===== config.mk =====
export PLATFORM = sky130hd
export DESIGN_NAME = swo_core
export DESIGN_NICKNAME = d
export VERILOG_FILES = /design/src/include/swo_pkg.sv /design/src/core/swo_core.sv
export VERILOG_INCLUDE_DIRS = /design/src /design/src/include
export SDC_FILE = /design/constraint.sdc
export NUM_CORES = 1
export LEC_CHECK = 0
export BUFFER_PORTS_ARGS = -buffer_cell sky130_fd_sc_hd__buf_4
export CAP_MARGIN = 20
export CORE_ASPECT_RATIO = 0.7
export CORE_MARGIN = 4
export CORE_UTILIZATION = 32
export CTS_BUF_LIST = sky130_fd_sc_hd__clkbuf_4 sky130_fd_sc_hd__clkbuf_8 sky130_fd_sc_hd__clkbuf_16
export DETAILED_ROUTE_END_ITERATION = 12
export PLACE_DENSITY_LB_ADDON = 0.1
export RECOVER_POWER = 100
export REMOVE_ABC_BUFFERS = 1
export SLEW_MARGIN = 10
export SYNTH_ARGS = -nofsm -noshare
export SYNTH_HDL_FRONTEND = slang
export SYNTH_SLANG_ARGS = --single-unit

===== constraint.sdc =====
create_clock -name pclk -period 4.6 [get_ports pclk]
set_input_delay 0.23 -clock pclk [delete_from_list [all_inputs] [get_ports pclk]]
set_output_delay 0.23 -clock pclk [all_outputs]
set_load 0.05 [all_outputs]

===== src/include/swo_cfg.svh =====
// Constants for the sleep, watchdog and option control block
`ifndef SWO_CFG_SVH
`define SWO_CFG_SVH
`define SWO_OP_NOP 8'hFF
`define SWO_OP_STOP 8'h6F
`define SWO_OP_HALT 8'h7F
`define SWO_OP_WDT 8'h5F
`define SWO_OP_WDH 8'h4F
`define SWO_RESET_VECTOR 16'h000C
`define SWO_POR_EXTRA_CLKS 18
`define SWO_WDT_TIME_MS 10
`define SWO_CLK_MHZ 100
`define SWO_WDT_CYCLES (`SWO_WDT_TIME_MS * 1000 * `SWO_CLK_MHZ)
`define SWO_POR_TIME_MS 1
`define SWO_POR_CYCLES (`SWO_POR_TIME_MS * 1000 * `SWO_CLK_MHZ)
`define SWO_LOWNOISE_DIV 1
`define SWO_NORMAL_DIV 2
`define SWO_ADDR_W 11
`define SWO_ADDR_ZERO 11'h000
`define SWO_ADDR_ONE 11'h001
`define SWO_REG_CTRL 12'h000
`define SWO_REG_STATUS 12'h004
`define SWO_REG_OPT 12'h008
`define SWO_REG_PC 12'h00C
`define SWO_REG_PADDR 12'h010
`define SWO_CTRL_W 3
`define SWO_OPT_W 5
`define SWO_OPT_PROTECT 0
`define SWO_OPT_LOWNOISE 1
`define SWO_OPT_NOLATCH 2
`define SWO_OPT_PERMWDT 3
`define SWO_OPT_TESTDIS 4
`endif


===== src/include/swo_pkg.sv =====
// Types for the sleep, watchdog and option control block
package swo_pkg;
    typedef enum logic [1:0] {
        SWO_RUN = 2'b00,
        SWO_HALT = 2'b01,
        SWO_STOP = 2'b10,
        SWO_RST = 2'b11
    } swo_state_e;
    typedef enum logic [2:0] {
        SWO_PM_NONE = 3'b000,
        SWO_PM_READ = 3'b001,
        SWO_PM_PROG = 3'b010,
        SWO_PM_VERIFY = 3'b011,
        SWO_PM_OPTION = 3'b100
    } swo_pmode_e;
endpackage


===== src/core/swo_core.sv =====
// Sleep, watchdog, option bit and programming mode control
// Functional notes
// HALT gates CPU clock; oscillator, timers and IRQ0..3 keep running
// HALT ends only on a taken enabled interrupt; resume after HALT; code also leaves HALT for reset on watchdog timeout
// STOP halts clock and oscillator; released by low stop-recovery pin reset
// After stop-recovery release fetch starts at address 000C hex
// Stop-recovery release keeps port mode registers unchanged
// Low stop-recovery pin ends STOP even when pin is an output
// Software places NOP FFH before STOP 6F or HALT
// First 5FH enables watchdog, later ones clear it; never stoppable
// Watchdog timeout gives power-on reset: delay plus 18 clocks
// Watchdog opcode sets Z, clears S and V
// Software-enabled watchdog does not count in STOP
// 4FH lets watchdog count in HALT without clearing; else pauses
// 4FH has no effect before watchdog is enabled
// Permanent watchdog option: enabled from reset, runs in HALT, STOP
// Low-noise option bypasses divide-by-two, clock limited to 4 MHz
// ROM protect blocks external reads, keeps load ops, no low-noise; code: verify mode still drives data out, low-noise still applies
// Auto-latch-disable option disables all input auto latches
// Test-disable option refuses programming and test after power cycle
// Programming mode remaps pins to chip-enable, OE, mode, VPP, strobe
// Programming decode of read, program and verify by pin levels
// Option bit chosen by mode-select and OE levels during strobe
// High clear pin resets program address counter to zero
// Address clock pin advances program address counter by one
// Power-on and watchdog reset share one reset path and vector
//
// Decided for this implementation: the register offsets and the APB register port.
`include "swo_cfg.svh"
module swo_core #(
    parameter int WDT_CYCLES = `SWO_WDT_CYCLES,
    parameter int POR_CYCLES = `SWO_POR_CYCLES
) (
    input wire logic pclk,
    input wire logic presetn,
    input wire logic psel,
    input wire logic penable,
    input wire logic pwrite,
    input wire logic [11:0] paddr,
    input wire logic [31:0] pwdata,
    output logic [31:0] prdata,
    output logic pready,
    output logic pslverr,
    input wire logic op_valid,
    input wire logic [7:0] op_code,
    input wire logic irq_taken,
    input wire logic stop_recovery_pin,
    input wire logic oscillator_input_pin,
    input wire logic oscillator_input_hv,
    input wire logic port3_bit1,
    input wire logic port3_bit2,
    input wire logic program_mode_select_hv,
    input wire logic port3_bit3,
    input wire logic port0_bit2,
    input wire logic clear_pin,
    input wire logic address_clock_pin,
    output logic cpu_clk_en,
    output logic osc_en,
    output logic cpu_reset,
    output logic keep_port_modes,
    output logic [15:0] fetch_vector,
    output logic flag_set_z,
    output logic flag_clr_sv,
    output logic clk_div_two,
    output logic auto_latch_en,
    output logic ext_read_block,
    output logic [`SWO_ADDR_W-1:0] prog_addr,
    output logic prog_data_out_en,
    output logic prog_write_strobe
);
    swo_pkg::swo_state_e state_reg;
    swo_pkg::swo_pmode_e pmode;
    logic [1:0] srp_s, osc_s, oe_s, ms_s, msh_s, vpp_s, pgm_s, clr_s, ack_s, oh_s;
    logic ack_d;
    logic [`SWO_OPT_W-1:0] opt_reg;
    logic [`SWO_OPT_W-1:0] opt_live_reg;
    logic wdt_en_reg, wdh_reg, from_stop_reg;
    logic [31:0] wdt_cnt_reg, rst_cnt_reg;
    logic wdt_run, wdt_timeout, prog_ok;

    function automatic logic is_op(input logic [7:0] a, input logic [7:0] b);
        return op_valid && (a == b);
    endfunction

    // Two-flop synchronisers for every pin
    always_ff @(posedge pclk or negedge presetn) begin
        if (!presetn) begin
            srp_s <= 2'b11; osc_s <= 2'b11; oe_s <= 2'b11; ms_s <= 2'b00; msh_s <= 2'b00;
            vpp_s <= 2'b00; pgm_s <= 2'b11; clr_s <= 2'b00; ack_s <= 2'b00; oh_s <= 2'b00;
        end else begin
            srp_s <= {srp_s[0], stop_recovery_pin};
            osc_s <= {osc_s[0], oscillator_input_pin};
            oe_s <= {oe_s[0], port3_bit1};
            ms_s <= {ms_s[0], port3_bit2};
            msh_s <= {msh_s[0], program_mode_select_hv};
            vpp_s <= {vpp_s[0], port3_bit3};
            pgm_s <= {pgm_s[0], port0_bit2};
            clr_s <= {clr_s[0], clear_pin};
            ack_s <= {ack_s[0], address_clock_pin};
            oh_s <= {oh_s[0], oscillator_input_hv};
        end
    end

    // Programming mode decode; test-disable uses value latched in the reset state
    assign prog_ok = !opt_reg[`SWO_OPT_TESTDIS];
    always_comb begin
        pmode = swo_pkg::SWO_PM_NONE;
        if (prog_ok && !osc_s[1]) begin
            if (msh_s[1] && !oe_s[1] && pgm_s[1]) pmode = swo_pkg::SWO_PM_READ;
            else if (vpp_s[1] && ms_s[1] && oe_s[1] && !pgm_s[1]) pmode = swo_pkg::SWO_PM_PROG;
            else if (vpp_s[1] && !oe_s[1] && pgm_s[1]) pmode = swo_pkg::SWO_PM_VERIFY;
        end else if (prog_ok && oh_s[1] && vpp_s[1] && !pgm_s[1]) begin
            pmode = swo_pkg::SWO_PM_OPTION;
        end
    end

    // Option bits: one-time programmable, live copy applies at the next pass through the reset state
    always_ff @(posedge pclk or negedge presetn) begin
        if (!presetn) begin
            opt_live_reg <= '0;
        end else if (pmode == swo_pkg::SWO_PM_OPTION) begin
            if (msh_s[1] && oe_s[1]) opt_live_reg[`SWO_OPT_PROTECT] <= 1'b1;
            else if (!msh_s[1] && ms_s[1] && oe_s[1]) opt_live_reg[`SWO_OPT_LOWNOISE] <= 1'b1;
            else if (ms_s[1] && !oe_s[1]) opt_live_reg[`SWO_OPT_NOLATCH] <= 1'b1;
            else if (!ms_s[1] && oe_s[1]) opt_live_reg[`SWO_OPT_PERMWDT] <= 1'b1;
            else if (!ms_s[1] && !oe_s[1]) opt_live_reg[`SWO_OPT_TESTDIS] <= 1'b1;
        end
    end

    // Address counter for programming
    always_ff @(posedge pclk or negedge presetn) begin
        if (!presetn) begin
            prog_addr <= `SWO_ADDR_ZERO;
            ack_d <= 1'b0;
        end else begin
            ack_d <= ack_s[1];
            if (clr_s[1]) prog_addr <= `SWO_ADDR_ZERO;
            else if (ack_s[1] && !ack_d) prog_addr <= prog_addr + `SWO_ADDR_ONE;
        end
    end

    always_ff @(posedge pclk or negedge presetn) begin
        if (!presetn) begin
            prog_data_out_en <= 1'b0;
            prog_write_strobe <= 1'b0;
        end else begin
            prog_data_out_en <= (pmode == swo_pkg::SWO_PM_VERIFY) ||
                ((pmode == swo_pkg::SWO_PM_READ) && !opt_reg[`SWO_OPT_PROTECT]);
            prog_write_strobe <= (pmode == swo_pkg::SWO_PM_PROG);
        end
    end

    // Sleep and reset state machine
    assign wdt_run = wdt_en_reg && ((state_reg == swo_pkg::SWO_RUN) ||
        (state_reg == swo_pkg::SWO_HALT && (wdh_reg || opt_reg[`SWO_OPT_PERMWDT])) ||
        (state_reg == swo_pkg::SWO_STOP && opt_reg[`SWO_OPT_PERMWDT])); // see R11
    assign wdt_timeout = wdt_run && (wdt_cnt_reg == 32'(WDT_CYCLES - 1));

    always_ff @(posedge pclk or negedge presetn) begin
        if (!presetn) begin
            state_reg <= swo_pkg::SWO_RST;
            rst_cnt_reg <= '0;
            from_stop_reg <= 1'b0;
            opt_reg <= '0;
        end else begin
            case (state_reg)
                swo_pkg::SWO_RUN: begin
                    if (wdt_timeout) state_reg <= swo_pkg::SWO_RST;
                    else if (is_op(op_code, `SWO_OP_STOP)) state_reg <= swo_pkg::SWO_STOP;
                    else if (is_op(op_code, `SWO_OP_HALT)) state_reg <= swo_pkg::SWO_HALT;
                    rst_cnt_reg <= '0;
                    from_stop_reg <= 1'b0;
                end
                swo_pkg::SWO_HALT: begin
                    if (wdt_timeout) state_reg <= swo_pkg::SWO_RST;
                    else if (irq_taken) state_reg <= swo_pkg::SWO_RUN;
                end
                swo_pkg::SWO_STOP: begin
                    if (wdt_timeout) begin
                        state_reg <= swo_pkg::SWO_RST;
                    end else if (!srp_s[1]) begin // see R03
                        state_reg <= swo_pkg::SWO_RST;
                        from_stop_reg <= 1'b1;
                    end
                end
                swo_pkg::SWO_RST: begin
                    opt_reg <= opt_live_reg;
                    if (rst_cnt_reg == 32'(POR_CYCLES + `SWO_POR_EXTRA_CLKS - 1)) begin
                        state_reg <= swo_pkg::SWO_RUN;
                    end
                    rst_cnt_reg <= rst_cnt_reg + 32'd1;
                end
                default: state_reg <= swo_pkg::SWO_RST;
            endcase
        end
    end

    // Watchdog enable, keep-in-halt and counter
    always_ff @(posedge pclk or negedge presetn) begin
        if (!presetn) begin
            wdt_en_reg <= 1'b0;
            wdh_reg <= 1'b0;
            wdt_cnt_reg <= '0;
        end else if (state_reg == swo_pkg::SWO_RST) begin
            wdt_en_reg <= opt_live_reg[`SWO_OPT_PERMWDT];
            wdh_reg <= 1'b0;
            wdt_cnt_reg <= '0;
        end else begin
            if (state_reg == swo_pkg::SWO_RUN && is_op(op_code, `SWO_OP_WDT)) begin
                wdt_en_reg <= 1'b1;
                wdt_cnt_reg <= '0;
            end else if (wdt_run) begin
                wdt_cnt_reg <= wdt_cnt_reg + 32'd1;
            end
            if (state_reg == swo_pkg::SWO_RUN && wdt_en_reg && is_op(op_code, `SWO_OP_WDH))
                wdh_reg <= 1'b1;
        end
    end

    // Clock, reset and flag outputs
    always_ff @(posedge pclk or negedge presetn) begin
        if (!presetn) begin
            cpu_clk_en <= 1'b0;
            osc_en <= 1'b1;
            cpu_reset <= 1'b1;
            keep_port_modes <= 1'b0;
            fetch_vector <= `SWO_RESET_VECTOR;
            flag_set_z <= 1'b0;
            flag_clr_sv <= 1'b0;
            clk_div_two <= 1'b1;
            auto_latch_en <= 1'b1;
            ext_read_block <= 1'b0;
        end else begin
            cpu_clk_en <= (state_reg == swo_pkg::SWO_RUN);
            osc_en <= (state_reg != swo_pkg::SWO_STOP);
            cpu_reset <= (state_reg == swo_pkg::SWO_RST);
            keep_port_modes <= from_stop_reg;
            fetch_vector <= `SWO_RESET_VECTOR;
            flag_set_z <= (state_reg == swo_pkg::SWO_RUN) && is_op(op_code, `SWO_OP_WDT);
            flag_clr_sv <= (state_reg == swo_pkg::SWO_RUN) && is_op(op_code, `SWO_OP_WDT);
            clk_div_two <= !opt_reg[`SWO_OPT_LOWNOISE];
            auto_latch_en <= !opt_reg[`SWO_OPT_NOLATCH];
            ext_read_block <= opt_reg[`SWO_OPT_PROTECT];
        end
    end

    // APB slave, zero wait states
    always_ff @(posedge pclk or negedge presetn) begin
        if (!presetn) begin
            prdata <= '0;
            pready <= 1'b0;
            pslverr <= 1'b0;
        end else begin
            pready <= psel && !penable;
            pslverr <= 1'b0;
            prdata <= '0;
            if (psel && !penable) begin
                case (paddr)
                    `SWO_REG_CTRL: prdata <= {29'd0, wdh_reg, wdt_en_reg, from_stop_reg};
                    `SWO_REG_STATUS: prdata <= {28'd0, pmode == swo_pkg::SWO_PM_NONE,
                        1'b0, state_reg};
                    `SWO_REG_OPT: prdata <= {22'd0, opt_live_reg, opt_reg};
                    `SWO_REG_PC: prdata <= wdt_cnt_reg;
                    `SWO_REG_PADDR: prdata <= {21'd0, prog_addr};
                    default: pslverr <= 1'b1;
                endcase
            end
        end
    end
endmodule


==> metrics <==
combinational fraction of design power=0.140; failing checks=capacitance limit, slew limit; path type of the worst min-delay path=in2reg; power share of the clock group=0.403; worst reg2reg setup slack=1080 ps; net switching power figure=0.001022 W; HPWL Detailed=12,370 µm; Mean Syn Cell Area=10.32 µm²; post-route ant nets=0; FMAX=284.1 MHz; Gate Count Post-Synth=690; largest net degree at the start of global routing=78; LEAKAGE=3.616 nW; register area=3896 µm²; Slew HR=-0.2826; Peak supply drop=283.4 µV; CP Cell Sequence=ha_1 -> a21oi_1 -> o21bai_1 -> nand3_1 -> or4_1 -> a21oi_1; post-layout net count=869; min-delay src=op_code[5]; Post-synth EDFFs=0; internal power=0.002314 W; WHS=189.7 ps; sequential share of the synthesized area=0.5472; routability cong.=0.8176; Antenna Cells=0; commonest non-fill, non-tap cell in the layout=dfrtp_1; Multi-input gate area=2930 µm²; ys async rst share=1.000; reg2reg end=wdt_cnt_reg[29]$_DFFE_PN0P_; Pre-antenna DRT Iters=5; skew final=10.46 ps; Design Area, Final=8454 µm²; row cnt=45; Tcrit/Tclk final=0.7653; initial antenna violation count=0; Yosys cell types=57; Crit path top cell by count=a21oi_1; via count=5,601; port bufs=91; Final Hold Fails=0; Synth Flop Type=dfrtp_1; core area=21,790 µm²; Critical Path Source Type=register; critical path class=reg2reg; Tot Pwr=0.003335 W; Slew Limit Fails=111; Filler cells=2,155; setup TNS=0 ps; most frequent cells in the layout=dfrtp_1 (141), nor2_1 (67), clkbuf_1 (61); initial core utilization=0.3268; RR Startpoint=state_reg[0]$_DFFE_PN1P_; power density over the cells=394.5 nW/µm²; first-pass GRT wire length=29,570 µm; number of global-route vias before repair=5,568; clk sink count=155; Die Wd=186.3 µm; Net Sw Frac=0.3063; # DRC=0; post-layout minimum cycle time=3520 ps; io pins=141; CP required=4930 ps; Synth Cell Area=7121 µm²; Root Buffer=clkbuf_16; Slowest-stage cell, CP=o21bai_1; crit path capture type=register; hold path cells=3; die footprint=24,740 µm²; Critical Path AT=3850 ps; GRT Residual Overflow=0; CTS tree=done; crit-path max cell delay=990 ps; Area after DPL=8028 µm²; drt wl/cell=16.62 µm; RSZ-0062 raised after global routing=false; CTS buffer count=17; H-tree levels=4; Worst-Skew Late Latency=430 ps; CTS clk-pin slew, worst paths=70 ps; post-CTS setup repair buffer count=0; fraction of layout cells with a size suffix above 1=0.1186; MaxCap Viol Count=2; CP Max Fanout=17; synth warn=0; Vias per Instance=5.172; Die Height=132.8 µm; CTS resizes=0; post-synthesis register bit count=155; Area growth, synth to finish=18.73%; Hold EP=flag_clr_sv$_DFF_PN0_; CTS Hold Bufs=11; routed wire length=18,000 µm; Final Util=0.3880; maximum clock path buffer count=2; Final Setup Violations=0; status=complete, but fails checks; all-layer global routing usage=0.1512; drt initial violations=396; cells on worst reg2reg path=6; sequential power share=0.457; Worst-Margin Slew=1924 ps
per-layer routing:
layer  global-route usage  share of wire  vias up
li1                     -              -     2655
met4              0.04288         0.0071        0
met3              0.03792          0.054       12
met2               0.2121           0.44      144
met1               0.2299           0.50     2790
met5                    0              0        -
synthesized netlist by cell type, drive strengths merged (15+ instances only):
| cell type | instances | share of area |
|---|---|---|
| dfrtp | 141 | 0.50 |
| nor2 | 68 | 0.036 |
| nand2 | 48 | 0.025 |
| a21oi | 34 | 0.024 |
| and3 | 33 | 0.029 |
| nand3 | 31 | 0.024 |
| o21ai | 27 | 0.019 |
| nand4 | 26 | 0.023 |
| inv | 25 | 0.013 |
| clkbuf | 23 | 0.012 |
| buf | 22 | 0.022 |
| xor2 | 22 | 0.027 |
| nor3 | 16 | 0.011 |
| xnor2 | 16 | 0.020 |
| nor4 | 15 | 0.015 |
| or3 | 15 | 0.013 |
worst max path at each step:
stage | slack (ps) | end | start
floorplan | 1580 | wdt_cnt_reg[27]$_DFFE_PN0P_ | state_reg[0]$_DFFE_PN1P_
global placement | 1790 | wdt_cnt_reg[25]$_DFFE_PN0P_ | state_reg[0]$_DFFE_PN1P_
detailed placement | 1730 | wdt_cnt_reg[21]$_DFFE_PN0P_ | state_reg[0]$_DFFE_PN1P_
CTS | 1690 | wdt_cnt_reg[29]$_DFFE_PN0P_ | state_reg[0]$_DFFE_PN1P_
global route | 850 | wdt_cnt_reg[25]$_DFFE_PN0P_ | state_reg[0]$_DFFE_PN1P_
finish | 1080 | wdt_cnt_reg[29]$_DFFE_PN0P_ | state_reg[0]$_DFFE_PN1P_
through the flow:
step / worst slack, ps / instances
after floorplan: 1575 / 659
after global placement: 1788 / 1037
after detailed placement: 1728 / 1037
after CTS: 1688 / 1080
after global routing: 845.9 / 1083
final: 1080 / 1083
area by class of cell:
cell class,count,area share
Sequential cell,155,0.4609
Multi-Input combinational cell,479,0.3466
Timing Repair Buffer,110,0.07341
Clock buffer,19,0.05357
Tap cell,282,0.04173
Clock inverter,13,0.01273
Inverter,25,0.01110
power by group through the flow:
stage / registers, W / logic [W] / clock network [W]
after global placement: 0.00155 / 0.000457 / 0
after detailed placement: 0.00155 / 0.000470 / 0
final: 0.00152 / 0.000467 / 0.00134
after CTS: 0.00152 / 0.000477 / 0.00139
after floorplan: 0.00155 / 0.000276 / 0
after global routing: 0.00154 / 0.000517 / 0.00145
worst max-delay path: cells and delay by family, from the launching register on:
kind | cells | cell delay, ps
flops | 1 | 620
fa+ha+maj | 1 | 270
compound gates | 3 | 1230
simple gates | 2 | 1290
cell families after synthesis:
group | count (synthesis) | synth area share
and+or+nand+nor | 299 | 0.2272
other | 2 | 0.001055
adders and majority gates | 12 | 0.02109
buffers and inverters | 70 | 0.04762
DFF | 155 | 0.5472
xor gates and xnor gates | 38 | 0.04674
AOI/OAI and AO/OA | 105 | 0.09577
muxes | 9 | 0.01335
Note: power is estimated with default switching activity, not from simulation.
